**src/inc/ea_decode_pkg.sv**
```systemverilog
// constants and types for the effective-address decode and cycle accounting block
package ea_decode_pkg;

	// operand access widths
	typedef enum logic [1:0] {WID_BYTE, WID_WORD, WID_LONG} width_t;

	// operand location classes
	typedef enum logic [2:0] {LOC_REG, LOC_INT_MEM, LOC_EXT16, LOC_EXT8} loc_t;

	// addressing mode classes
	typedef enum logic [2:0] {
		MODE_REG, MODE_IND, MODE_POSTINC, MODE_SHORT_DISPLACEMENT, MODE_LONG_DISPLACEMENT, MODE_INDEX, MODE_PCREL,
		MODE_ABS
	} mode_t;

	// accumulator extension codes
	typedef enum logic [1:0] {LH_NONE, LH_ZERO, LH_SIGN} lhExt_t;
	typedef enum logic [1:0] {AH_NONE, AH_COPY, AH_ZERO, AH_SIGN} ahExt_t;

	// per-flag update codes
	typedef enum logic [1:0] {FLG_KEEP, FLG_RESULT, FLG_SET, FLG_CLEAR} flagOp_t;

	// effective-address code boundaries
	localparam logic [4:0] EA_IND_BASE = 5'h08;
	localparam logic [4:0] EA_POSTINC_BASE = 5'h0C;
	localparam logic [4:0] EA_SHORT_DISPLACEMENT_BASE = 5'h10;
	localparam logic [4:0] EA_LONG_DISPLACEMENT_BASE = 5'h18;
	localparam logic [4:0] EA_INDEX_BASE = 5'h1C;
	localparam logic [4:0] EA_PCREL = 5'h1E;
	localparam logic [4:0] EA_ABS = 5'h1F;
	localparam logic [2:0] INDEX_REG_NUM = 3'h7;

	// addressing overhead cycles and register accesses
	localparam logic [3:0] CYC_POSTINC = 4'h4;
	localparam logic [3:0] CYC_INDEX = 4'h4;
	localparam logic [3:0] CYC_IND = 4'h2;
	localparam logic [3:0] CYC_PCREL = 4'h2;
	localparam logic [3:0] CYC_ABS = 4'h1;
	localparam logic [2:0] ACC_TWO = 3'h2;
	localparam logic [2:0] ACC_ONE = 3'h1;

	// location correction values
	localparam logic [3:0] COR_INT_ODD_WORD = 4'h2;
	localparam logic [3:0] COR_INT_ODD_LONG = 4'h4;
	localparam logic [3:0] COR_EXT_BYTE = 4'h1;
	localparam logic [3:0] COR_EXT16_EVEN_WORD = 4'h1;
	localparam logic [3:0] COR_EXT16_EVEN_LONG = 4'h2;
	localparam logic [3:0] COR_EXT_WORD = 4'h4;
	localparam logic [3:0] COR_EXT_LONG = 4'h8;

	// worst-case program fetch corrections
	localparam logic [3:0] FETCH_INT_WORD = 4'h2;
	localparam logic [3:0] FETCH_EXT = 4'h3;

	// vector field widths
	localparam logic [7:0] SHORT_VECTOR_MASK = 8'h0F;

endpackage

```
**src/core/ea_decode_and_cycle_accounting.sv**
```systemverilog
// effective-address decode, cycle accounting and accumulator extension
`timescale 1ns/1ps
`default_nettype none

// Contract
// RULE1: codes 00-07 select register directly, no extension
// RULE2: 08-0B indirect, 0C-0F indirect with post-increment
// RULE3: 10-17 register plus 8-bit displacement, one byte
// RULE4: 18-1B register plus 16-bit displacement, two bytes
// RULE5: 1C/1D index by reg seven; 1E PC; 1F absolute
// RULE6: addressing overhead cycles and register accesses per mode
// RULE7: internal memory odd address word/long penalties
// RULE8: 16-bit external bus even/odd correction values
// RULE9: 8-bit external bus adds 1, 4, 8
// RULE10: external bus adds inserted wait cycles
// RULE11: worst-case program fetch correction per bus
// RULE12: actual cycles equal base plus correction
// RULE13: accumulator view follows access width
// RULE14: byte load sets bits 15..8 per code
// RULE15: upper half copied, zeroed or sign-extended
// RULE16: byte loads move old low half upward
// RULE17: each flag updated, set, cleared or kept
// RULE18: immediate byte sign-extended to sixteen bits
// RULE19: vector number four or eight bits wide
// RULE20: report extension bytes to fetch unit
module ea_decode_and_cycle_accounting
	import ea_decode_pkg::*;
(
	input wire logic clk_sys,
	input wire logic reset_n,
	input wire logic decodeValid,
	input wire logic [4:0] eaCode,
	input wire width_t opWidth,
	input wire loc_t opLocation,
	input wire logic opAddrOdd,
	input wire logic fetchWordBoundary,
	input wire logic [7:0] baseCycles,
	input wire logic [7:0] extWaitCycles,
	input wire logic [2:0] opcodeBytes,
	input wire logic byteLoad,
	input wire logic [31:0] accIn,
	input wire logic [15:0] loadData,
	input wire lhExt_t lhExtCode,
	input wire ahExt_t ahExtCode,
	input wire logic [6:0] flagsIn,
	input wire logic [6:0] flagsResult,
	input wire logic [13:0] flagOps,
	input wire logic [7:0] immediateByte,
	input wire logic [7:0] vectorField,
	input wire logic vectorLong,
	output logic resultValid,
	output mode_t eaMode,
	output logic [2:0] baseRegNum,
	output logic [1:0] regViewWidth,
	output logic postIncrement,
	output logic useIndexReg,
	output logic [2:0] indexRegNum,
	output logic [1:0] extBytes,
	output logic [3:0] instrLength,
	output logic [3:0] eaCycles,
	output logic [2:0] eaRegAccesses,
	output logic [3:0] corrCycles,
	output logic [2:0] busAccesses,
	output logic [3:0] fetchCorrCycles,
	output logic [9:0] actualCycles,
	output logic [31:0] accOut,
	output logic [31:0] accOperand,
	output logic [6:0] flagsOut,
	output logic [15:0] signExtImm,
	output logic [7:0] vectorNumber
);

	////////////////////////////////////////////////////////////////////////////////
	// state record
	typedef struct packed {
		logic valid;
		mode_t mode;
		logic [2:0] baseReg;
		logic [1:0] view;
		logic postInc;
		logic useIdx;
		logic [1:0] extB;
		logic [3:0] instrLen;
		logic [3:0] cyc;
		logic [2:0] acc;
		logic [3:0] corr;
		logic [2:0] busAcc;
		logic [3:0] fetchCorr;
		logic [9:0] actual;
		logic [31:0] accNew;
		logic [31:0] accView;
		logic [6:0] flags;
		logic [15:0] sxImm;
		logic [7:0] vect;
	} state_t;

	state_t state_reg;
	state_t state_next;

	////////////////////////////////////////////////////////////////////////////////
	// sign-extend a byte to a word
	function automatic logic [15:0] sext8(input logic [7:0] b);
		sext8 = {{8{b[7]}}, b};
	endfunction

	// apply one flag update code
	function automatic logic flagApply(input flagOp_t op, input logic oldV, input logic resV);
		case (op)
			FLG_RESULT: flagApply = resV;
			FLG_SET: flagApply = 1'b1;
			FLG_CLEAR: flagApply = 1'b0;
			default: flagApply = oldV;
		endcase
	endfunction

	////////////////////////////////////////////////////////////////////////////////
	// combinational decode of the next state
	always_comb
	begin
		logic [15:0] lowNew;
		logic [15:0] lowOld;
		logic [9:0] sum;
		lowNew = accIn[15:0];
		lowOld = accIn[15:0];
		sum = 10'h000;
		state_next = state_reg;
		state_next.valid = decodeValid;
		state_next.postInc = 1'b0;
		state_next.useIdx = 1'b0;
		state_next.baseReg = eaCode[2:0];
		state_next.view = opWidth;
		state_next.extB = 2'h0;
		state_next.cyc = 4'h0;
		state_next.acc = 3'h0;
		// addressing mode and overhead
		if (eaCode < EA_IND_BASE)
		begin
			state_next.mode = MODE_REG; // [RULE1]
		end
		else if (eaCode < EA_POSTINC_BASE)
		begin
			state_next.mode = MODE_IND; // [RULE2]
			state_next.baseReg = {1'b0, eaCode[1:0]};
			state_next.cyc = CYC_IND; // [RULE6]
			state_next.acc = ACC_ONE;
		end
		else if (eaCode < EA_SHORT_DISPLACEMENT_BASE)
		begin
			state_next.mode = MODE_POSTINC;
			state_next.baseReg = {1'b0, eaCode[1:0]};
			state_next.postInc = 1'b1; // [RULE2]
			state_next.cyc = CYC_POSTINC; // [RULE6]
			state_next.acc = ACC_TWO;
		end
		else if (eaCode < EA_LONG_DISPLACEMENT_BASE)
		begin
			state_next.mode = MODE_SHORT_DISPLACEMENT;
			state_next.extB = 2'h1; // [RULE3]
			state_next.cyc = CYC_IND; // [RULE6]
			state_next.acc = ACC_ONE;
		end
		else if (eaCode < EA_INDEX_BASE)
		begin
			state_next.mode = MODE_LONG_DISPLACEMENT;
			state_next.baseReg = {1'b0, eaCode[1:0]};
			state_next.extB = 2'h2; // [RULE4]
			state_next.cyc = CYC_IND; // [RULE6]
			state_next.acc = ACC_ONE;
		end
		else if (eaCode < EA_PCREL)
		begin
			state_next.mode = MODE_INDEX;
			state_next.baseReg = {2'b00, eaCode[0]};
			state_next.useIdx = 1'b1; // [RULE5]
			state_next.cyc = CYC_INDEX; // [RULE6]
			state_next.acc = ACC_TWO;
		end
		else if (eaCode == EA_PCREL)
		begin
			state_next.mode = MODE_PCREL;
			state_next.extB = 2'h2; // [RULE5]
			state_next.cyc = CYC_PCREL; // [RULE6]
		end
		else
		begin
			state_next.mode = MODE_ABS;
			state_next.extB = 2'h2; // [RULE5]
			state_next.cyc = CYC_ABS; // [RULE6]
		end
		// instruction length for the fetch unit
		state_next.instrLen = 4'(opcodeBytes) + 4'(state_next.extB); // [RULE20]
		// location correction and bus accesses
		state_next.corr = 4'h0;
		case (opWidth)
			WID_WORD: state_next.busAcc = 3'h1;
			WID_LONG: state_next.busAcc = 3'h2;
			default: state_next.busAcc = 3'h1;
		endcase
		case (opLocation)
			LOC_INT_MEM:
			begin
				if (opAddrOdd && opWidth == WID_WORD)
				begin
					state_next.corr = COR_INT_ODD_WORD; // [RULE7]
					state_next.busAcc = 3'h2;
				end
				else if (opAddrOdd && opWidth == WID_LONG)
				begin
					state_next.corr = COR_INT_ODD_LONG; // [RULE7]
					state_next.busAcc = 3'h4;
				end
			end
			LOC_EXT16:
			begin
				case (opWidth)
					WID_WORD:
					begin
						state_next.corr = opAddrOdd ? COR_EXT_WORD : COR_EXT16_EVEN_WORD; // [RULE8]
						state_next.busAcc = opAddrOdd ? 3'h2 : 3'h1;
					end
					WID_LONG:
					begin
						state_next.corr = opAddrOdd ? COR_EXT_LONG : COR_EXT16_EVEN_LONG; // [RULE8]
						state_next.busAcc = opAddrOdd ? 3'h4 : 3'h2;
					end
					default: state_next.corr = COR_EXT_BYTE; // [RULE8]
				endcase
			end
			LOC_EXT8:
			begin
				case (opWidth)
					WID_WORD:
					begin
						state_next.corr = COR_EXT_WORD; // [RULE9]
						state_next.busAcc = 3'h2;
					end
					WID_LONG:
					begin
						state_next.corr = COR_EXT_LONG; // [RULE9]
						state_next.busAcc = 3'h4;
					end
					default: state_next.corr = COR_EXT_BYTE; // [RULE9]
				endcase
			end
			default: state_next.corr = 4'h0; // [RULE7]
		endcase
		// worst-case fetch correction
		case (opLocation)
			LOC_INT_MEM: state_next.fetchCorr = fetchWordBoundary ? FETCH_INT_WORD : 4'h0;
			LOC_EXT16: state_next.fetchCorr = fetchWordBoundary ? FETCH_EXT : 4'h0; // [RULE11]
			LOC_EXT8: state_next.fetchCorr = fetchWordBoundary ? 4'h0 : FETCH_EXT; // [RULE11]
			default: state_next.fetchCorr = 4'h0;
		endcase
		// total actual cycles including external waits
		sum = 10'(baseCycles) + 10'(state_next.corr); // [RULE12]
		if (opLocation == LOC_EXT16 || opLocation == LOC_EXT8)
		begin
			sum = sum + 10'(extWaitCycles); // [RULE10]
		end
		state_next.actual = sum;
		// accumulator view by width
		case (opWidth)
			WID_BYTE: state_next.accView = {24'h000000, accIn[7:0]}; // [RULE13]
			WID_WORD: state_next.accView = {16'h0000, accIn[15:0]}; // [RULE13]
			default: state_next.accView = accIn; // [RULE13]
		endcase
		// low half update for loads
		if (byteLoad)
		begin
			case (lhExtCode)
				LH_ZERO: lowNew = {8'h00, loadData[7:0]}; // [RULE14] [RULE16]
				LH_SIGN: lowNew = sext8(loadData[7:0]); // [RULE14] [RULE16]
				default: lowNew = {accIn[15:8], loadData[7:0]}; // [RULE14]
			endcase
		end
		else if (opWidth == WID_WORD)
		begin
			lowNew = loadData;
		end
		// upper half update
		case (ahExtCode)
			AH_COPY: state_next.accNew = {lowOld, lowNew}; // [RULE15] [RULE16]
			AH_ZERO: state_next.accNew = {16'h0000, lowNew}; // [RULE15]
			AH_SIGN: state_next.accNew = {{16{lowNew[15]}}, lowNew}; // [RULE15]
			default: state_next.accNew = {accIn[31:16], lowNew};
		endcase
		// flag updates, bit 6 interrupt enable down to bit 0 carry
		for (int i = 0; i < 7; i++)
		begin
			state_next.flags[i] = flagApply(flagOp_t'(flagOps[2*i +: 2]), flagsIn[i],
				flagsResult[i]); // [RULE17]
		end
		// immediate and vector operands
		state_next.sxImm = sext8(immediateByte); // [RULE18]
		state_next.vect = vectorLong ? vectorField : (vectorField & SHORT_VECTOR_MASK); // [RULE19]
	end

	////////////////////////////////////////////////////////////////////////////////
	// state register
	always_ff @(posedge clk_sys or negedge reset_n)
	begin
		if (!reset_n)
		begin
			state_reg <= '0;
		end
		else
		begin
			state_reg <= state_next;
		end
	end

	////////////////////////////////////////////////////////////////////////////////
	// outputs straight from the state record, except indexRegNum tied to INDEX_REG_NUM
	assign resultValid = state_reg.valid;
	assign eaMode = state_reg.mode;
	assign baseRegNum = state_reg.baseReg;
	assign regViewWidth = state_reg.view;
	assign postIncrement = state_reg.postInc;
	assign useIndexReg = state_reg.useIdx;
	assign indexRegNum = INDEX_REG_NUM;
	assign extBytes = state_reg.extB;
	assign instrLength = state_reg.instrLen;
	assign eaCycles = state_reg.cyc;
	assign eaRegAccesses = state_reg.acc;
	assign corrCycles = state_reg.corr;
	assign busAccesses = state_reg.busAcc;
	assign fetchCorrCycles = state_reg.fetchCorr;
	assign actualCycles = state_reg.actual;
	assign accOut = state_reg.accNew;
	assign accOperand = state_reg.accView;
	assign flagsOut = state_reg.flags;
	assign signExtImm = state_reg.sxImm;
	assign vectorNumber = state_reg.vect;

endmodule

`default_nettype wire

```
**config.mk**
```make
export PLATFORM = sky130hd
export DESIGN_NAME = ea_decode_and_cycle_accounting
export DESIGN_NICKNAME = d
export VERILOG_FILES = /design/src/inc/ea_decode_pkg.sv /design/src/core/ea_decode_and_cycle_accounting.sv
export SDC_FILE = /design/constraint.sdc
export NUM_CORES = 1
export LEC_CHECK = 0
export ABC_AREA = 1
export BUFFER_PORTS_ARGS = -buffer_cell sky130_fd_sc_hd__buf_2
export CAP_MARGIN = 20
export CORE_UTILIZATION = 30
export CTS_BUF_LIST = sky130_fd_sc_hd__clkbuf_4
export DETAILED_ROUTE_END_ITERATION = 10
export PLACE_DENSITY = 0.62
export RECOVER_POWER = 100
export SLEW_MARGIN = 10
export SYNTH_ARGS = -nofsm -noshare
export SYNTH_HDL_FRONTEND = slang
export SYNTH_SLANG_ARGS = --single-unit
export TNS_END_PERCENT = 20
```
**constraint.sdc**
```tcl
create_clock -name clk_sys -period 2.5 [get_ports clk_sys]
set_clock_uncertainty 0.2 [all_clocks]
set_input_delay 0.125 -clock clk_sys [delete_from_list [all_inputs] [get_ports clk_sys]]
set_output_delay 0.125 -clock clk_sys [all_outputs]
set_load 0.005 [all_outputs]
```
==> impl_metrics.json, run 1 <==
{
  "status": "complete, but fails checks",
  "yosysSeqAreaShare_pct": 57.5,
  "post-route-min-period_ns": 2.57,
  "startpoint_type": "input pin",
  "p_per_area_mw_per_mm2": 509,
  "cts_made_buffers": 17,
  "dieArea_sq_mm": 0.0190,
  "yosys.area.top_type": "dfrtp_1",
  "ir_drop_v": 0.000397,
  "path_class": "input pin to flop",
  "synth_edf_count": 0,
  "cts_tree": "built",
  "synthDistinctLibCells": 37,
  "drt_iter0_drc": 220,
  "io_pins": 275,
  "die_h_um": 138,
  "syn2layout_area_growth_pct": 74.2,
  "syn_area_sq_mm": 0.00552,
  "post-dp-hpwl_mm": 11.9,
  "maxCapViolCount": 0,
  "power_mw": 4.89,
  "end_kind": "flop",
  "cts.path.max_buffers": 2,
  "viasPerCell": 4.32,
  "tns_ns": -0.182,
  "rows": 49,
  "slew_viol_final": 0,
  "drc_errors": 0,
  "routed_wl_mm": 18.4,
  "critical_path_arrival_ns": 2.79,
  "holdWs_ns": -0.00180,
  "cp.required_ns": 2.73,
  "globalRouteOverflowTotal": 0,
  "post-place-ws_ns": -0.674,
  "layout.cells.non_filler": 1297,
  "clk_pin_slew_ns": 0.11,
  "die_width_um": 138,
  "synth.cells.most_frequent": "dfrtp_1 (127), inv_1 (95), nand2_1 (95), nor2_1 (60), a21oi_1 (38)",
  "ys.warnings.count": 0,
  "cpMaxStageDelayCell": "fa_2",
  "min_path_type": "input pin to flop",
  "crit_family": "simple AND/OR/NAND/NOR gates",
  "wl_per_cell_um": 14.2,
  "leakage_nw": 5.14,
  "route.vias.total": 5608,
  "antenna_found_initial": 1,
  "globalplace.congestion": 0.862,
  "cts_root_buffer": "clkbuf_4",
  "multi_input_area_sq_mm": 0.00200,
  "crit_top_cell": "nand2_2",
  "hold_viol_final": 1,
  "tightest_slew_ns": 0.601,
  "fin_crit_sh_pct": 103,
  "critPathMaxStageDelay_ns": 0.41,
  "cp.buffers_inverters": 4,
  "clock_sinks": 127,
  "synth_area_leaders": "dfrtp_1 (58%), inv_1 (6.5%), nand2_1 (6.5%)",
  "grt_max_degree": 57,
  "grt_pass1_vias": 5458,
  "synth_top_cell_area_share_pct": 57.5,
  "async_flop_share_pct": 100,
  "drive_gt1_share_pct": 38.2,
  "final.setup.worst_slack_ns": -0.0652,
  "ant_nets": 0,
  "violations": "negative hold slack, negative setup slack",
  "post-synth-top-count-cell": "dfrtp_1",
  "grt_pass1_wl_mm": 26.5,
  "start_util_pct": 30.6,
  "setup_viol": 5,
  "nFillCells": 1605,
  "final_nets": 1209,
  "track_usage_pct": 18.6,
  "dp.cells": 1081,
  "drt_pass1_iterations": 4,
  "cts_htree_levels": 4,
  "synth-main-ff-cell": "dfrtp_1",
  "cp_cell_sequence": "buf_6 > inv_6 > ha_4 > inv_4 > nor2_4 > nor2_2 > nor2_2 > inv_2 > ha_4 > fa_2 > nand3_2 > nand2_2 > or2_4 > and2_4 > ha_4 > nand2_2 > nand2_2 > a21oi_2 > nand2_1 > nand2_2 > nand3_1 > nand2_1",
  "max_slew_margin_pct": 59.8,
  "netlist_instances": 578,
  "critical_path_peak_fanout": 5,
  "io_buffers": 267,
  "core_sq_mm": 0.0180,
  "fmax_ghz": 0.390,
  "synth.ff_latch_count": 127,
  "regArea_sq_mm": 0.00318,
  "syn_avg_cell_area_sq_um": 9.56,
  "rsz0062_at_grt": "true"
}
[placed cells by master, fill, tap and decap left out, types with 4 or more instances in the layout]
cell,count
dfrtp_1,127
ha_1,11
o21ai_0,8
nand3_1,26
clkbuf_4,21
nand2_1,82
a21oi_2,5
nor3_1,7
a21oi_1,34
buf_2,264
nor2_1,51
conb_1,7
inv_1,88
dlygate4sd3_1,180
inv_2,4
nor2_2,9
a211oi_1,7
buf_4,32
nand2_2,20
o22ai_1,13
or2_2,4
ha_4,8
nand2_4,4
[what timing repair did]
action                     in CTS  in global routing
buffers inserted                0                  3
pin swaps                       4                 22
resized for setup               4                 52
hold buffers                  181                  1
setup endpoints to repair       6                 25
hold endpoints to repair      254                  4
[cells by family (layout without fill, tap and decap cells)]
| family | Yosys count | count (layout) | synth area share, % |
|---|---|---|---|
| AND/OR/NAND/NOR | 220 | 220 | 17.4 |
| adder cells (fa/ha/maj) | 22 | 22 | 5.39 |
| multiplexers | 3 | 3 | 0.612 |
| AO/OA/AOI/OAI | 75 | 75 | 7.97 |
| XOR/XNOR | 2 | 2 | 0.317 |
| buffers and inverters | 127 | 611 | 10.6 |
| flip-flops | 127 | 127 | 57.5 |
| other | 2 | 8 | 0.136 |
[registers in the layout, summed over array words and instances, names as in the netlist, 4 cells and up]
register	cells
signExtImm	8
flagsOut	7
actualCycles	10
instrLength	4
corrCycles	4
accOperand	32
accOut	32
vectorNumber	8
[per-layer routing]
layer,wire length (um),track usage [%],up-vias
met3,942,5.04,32
met4,350,6.35,0
met5,0,0,-
li1,-,-,2758
met2,9710,33.2,190
met1,7380,21.3,2628
[through the flow]
| step | area [sq um] | util (%) |
|---|---|---|
| 2_1_floorplan | 5610 | - |
| 3_3_place_gp | 7270 | 40.3 |
| 3_5_place_dp | 7270 | 40.3 |
| 4_1_cts | 9400 | 52.1 |
| 5_1_grt | 9620 | 53.4 |
| 6_report | 9620 | 53.4 |
[tightest hold or removal path, cell delays in order]
cell	delay, ns
buf_2	0.11
ha_4	0.13
nand2_1	0.06
nand3_1	0.09
nand3_1	0.10
nand2_1	0.07
[final cells by class]
cell class / instances / area share (%)
well taps: 229 / 2.98
multi-input cells: 329 / 20.8
clock inverters: 10 / 1.46
clock buffers: 21 / 1.64
diodes: 1 / 0.0260
repair buffers: 482 / 36.0
inverters: 98 / 4.06
flip-flops and latches: 127 / 33.0
[report_power, final]
group | leakage, nW | internal [mW] | total (mW) | switching [mW]
logic | 3.44 | 0.606 | 1.15 | 0.545
clock network | 0.156 | 0.732 | 1.50 | 0.772
registers | 1.55 | 2.20 | 2.24 | 0.0390
total | 5.14 | 3.54 | 4.89 | 1.36
[path summary, 6_finish.rpt]
kind                          startpoint               to  slack (ns)  cells past startpoint
setup / recovery              opWidth[0]  actualCycles[7]       -0.07                     22
hold / removal             baseCycles[3]  actualCycles[5]      -0.002                      6
max in group asynchronous        reset_n        accOut[0]        1.21                      4
min in group asynchronous        reset_n    accOperand[5]        0.48                      4
Power figures use the tool's default switching activity.
==> inputs of run 2 (changes only) <==
- BUFFER_PORTS_ARGS: -buffer_cell sky130_fd_sc_hd__buf_2 -> -buffer_cell sky130_fd_sc_hd__clkbuf_2
- CELL_PAD_IN_SITES_DETAIL_PLACEMENT: unset -> 1
- CELL_PAD_IN_SITES_GLOBAL_PLACEMENT: unset -> 1
- PLACE_DENSITY: 0.62 -> 0.8
==> run 2 against run 1 <==
  * Largest power group unchanged
  * Global-route usage grew 6.6 points
  * Highest routed layer unchanged
  * The run ends with negative setup slack left
  * Critical path type unchanged
  * Final cell count is 0.31% lower
  * Total power grew 1.9%
  * Largest cell class is now registers
  * Maximum frequency is 4.8% lower
==> impl_metrics.json, run 2 (synthesis gave the netlist of run 1 again) <==
{
  "hold_viol_final": 0,
  "startpoint_type": "input pin",
  "grt_pass1_wl_mm": 35.3,
  "drt_iter0_drc": 211,
  "power_mw": 4.99,
  "crit_path_start": "opWidth[0]",
  "ant_nets": 0,
  "critical_path_peak_fanout": 5,
  "setup_viol": 7,
  "io_pins": 275,
  "cp.required_ns": 2.72,
  "min_path_type": "input pin to flop",
  "status": "complete, but fails checks",
  "tns_ns": -0.872,
  "ir_drop_v": 0.000348,
  "cts_root_buffer": "clkbuf_4",
  "syn2layout_area_growth_pct": 67.8,
  "route.vias.total": 6019,
  "drive_gt1_share_pct": 24.0,
  "viasPerCell": 4.66,
  "die_width_um": 138,
  "globalRouteOverflowTotal": 0,
  "drt_pass1_iterations": 4,
  "slew_viol_final": 0,
  "dp.cells": 1088,
  "critical_path_arrival_ns": 2.92,
  "mostFrequentLayoutCell": "dlygate4sd3_1",
  "cts.path.max_buffers": 2,
  "routed_wl_mm": 23.7,
  "fmax_ghz": 0.371,
  "io_buffers": 267,
  "leakage_nw": 4.71,
  "clk_pin_slew_ns": 0.12,
  "dieArea_sq_mm": 0.0190,
  "clock_sinks": 127,
  "drc_errors": 0,
  "cts_tree": "built",
  "antenna_found_initial": 3,
  "grt_pass1_vias": 6732,
  "wl_per_cell_um": 18.4,
  "cts_htree_levels": 4,
  "grt_max_degree": 49,
  "rsz0062_at_grt": "true",
  "maxCapViolCount": 0,
  "post-route-min-period_ns": 2.70,
  "globalplace.congestion": 0.913,
  "path_class": "input pin to flop",
  "max_slew_margin_pct": 16.0,
  "start_util_pct": 30.6,
  "cts_made_buffers": 17,
  "post-dp-hpwl_mm": 14.4,
  "hp-start": "opWidth[0]",
  "fin_crit_sh_pct": 108,
  "end_kind": "flop",
  "die_h_um": 138,
  "p_per_area_mw_per_mm2": 538,
  "most-common-layout-cells": "dlygate4sd3_1 (165), clkbuf_1 (138), clkbuf_2 (131)",
  "rows": 49,
  "finish.utilization_pct": 51.4,
  "track_usage_pct": 25.2,
  "layout.cells.non_filler": 1293,
  "violations": "negative setup slack",
  "final_nets": 1202,
  "core_sq_mm": 0.0180,
  "tightest_slew_ns": 1.26,
  "final.setup.worst_slack_ns": -0.196
}
[run 2: changes by cell type in the layout (fill, tap and decap cells not counted), moves of 5 or more]
cell / previous run / this run
nor2_2: 9 / 4
clkbuf_2: 0 / 131
nand2_2: 20 / 7
buf_4: 32 / 37
nand2_1: 82 / 96
dlygate4sd3_1: 180 / 165
clkbuf_1: 0 / 138
buf_2: 264 / 0
[run 2: final cells by class]
cell class	count	area, sq um
tap	229	287
fill	2213	8760
sequential	127	3180
inverter	98	383
clock inverter	12	158
multi-input combinational	329	1950
antenna	3	7.51
timing repair buffer	475	3150
clock buffer	20	150
[run 2: critical path, stage by stage]
cell and delay [ns]:
buf_8 0.10, buf_6 0.11, ha_4 0.17, nor2_4 0.14, nor2_2 0.05, nor2_2 0.15, inv_2 0.07, ha_4 0.17
fa_2 0.41, nand3_2 0.08, nand2_2 0.07, or2_4 0.26, and2_4 0.15, ha_4 0.30, nand2_1 0.10, nor2_1 0.13
nand2_1 0.08, nand2_1 0.08, nand2_1 0.06, nand2_1 0.06, nand2_1 0.05
[run 2: final timing paths]
check	to	slack, ns	depth (start not counted)
worst max-delay path	actualCycles[8]	-0.20	21
worst min-delay path	accOperand[9]	0.02	6
max in group asynchronous	signExtImm[6]	0.41	4
min in group asynchronous	accOperand[8]	0.88	4
[run 2: where the power goes]
group | internal (mW) | leakage (nW) | switching, mW | total, mW
clock network | 0.737 | 0.164 | 0.850 | 1.59
registers | 2.20 | 1.55 | 0.0509 | 2.25
logic | 0.551 | 2.99 | 0.596 | 1.15
total | 3.49 | 4.71 | 1.50 | 4.99
[run 2: per-stage QoR]
stage	setup WS (ns)	cell area (sq um)	hold slack [ns]
finish	-0.196	9270	0.0249
global placement	-0.689	7330	-0.131
detailed placement	-0.783	7330	-0.125
global route	-0.273	9270	0.0225
CTS	-0.00278	9440	0.00197
floorplan	-0.370	5610	-0.371
[run 2: timing repair]
action,CTS,global route
hold endpoints to repair,254,0
gates resized for setup,23,17
endpoints found under the setup margin,7,8
buffers inserted,2,2
pin swaps,12,16
cloned,0,0
hold buffers,166,0
[run 2: per-layer routing]
metal  vias up  global-route usage (%)  share of wire, %
met5         -                       0                 0
met4         0                    15.4               5.2
met3        84                    6.07               5.3
met2       241                    46.3                54
met1      2952                    25.6                35
li1       2742                       -                 -
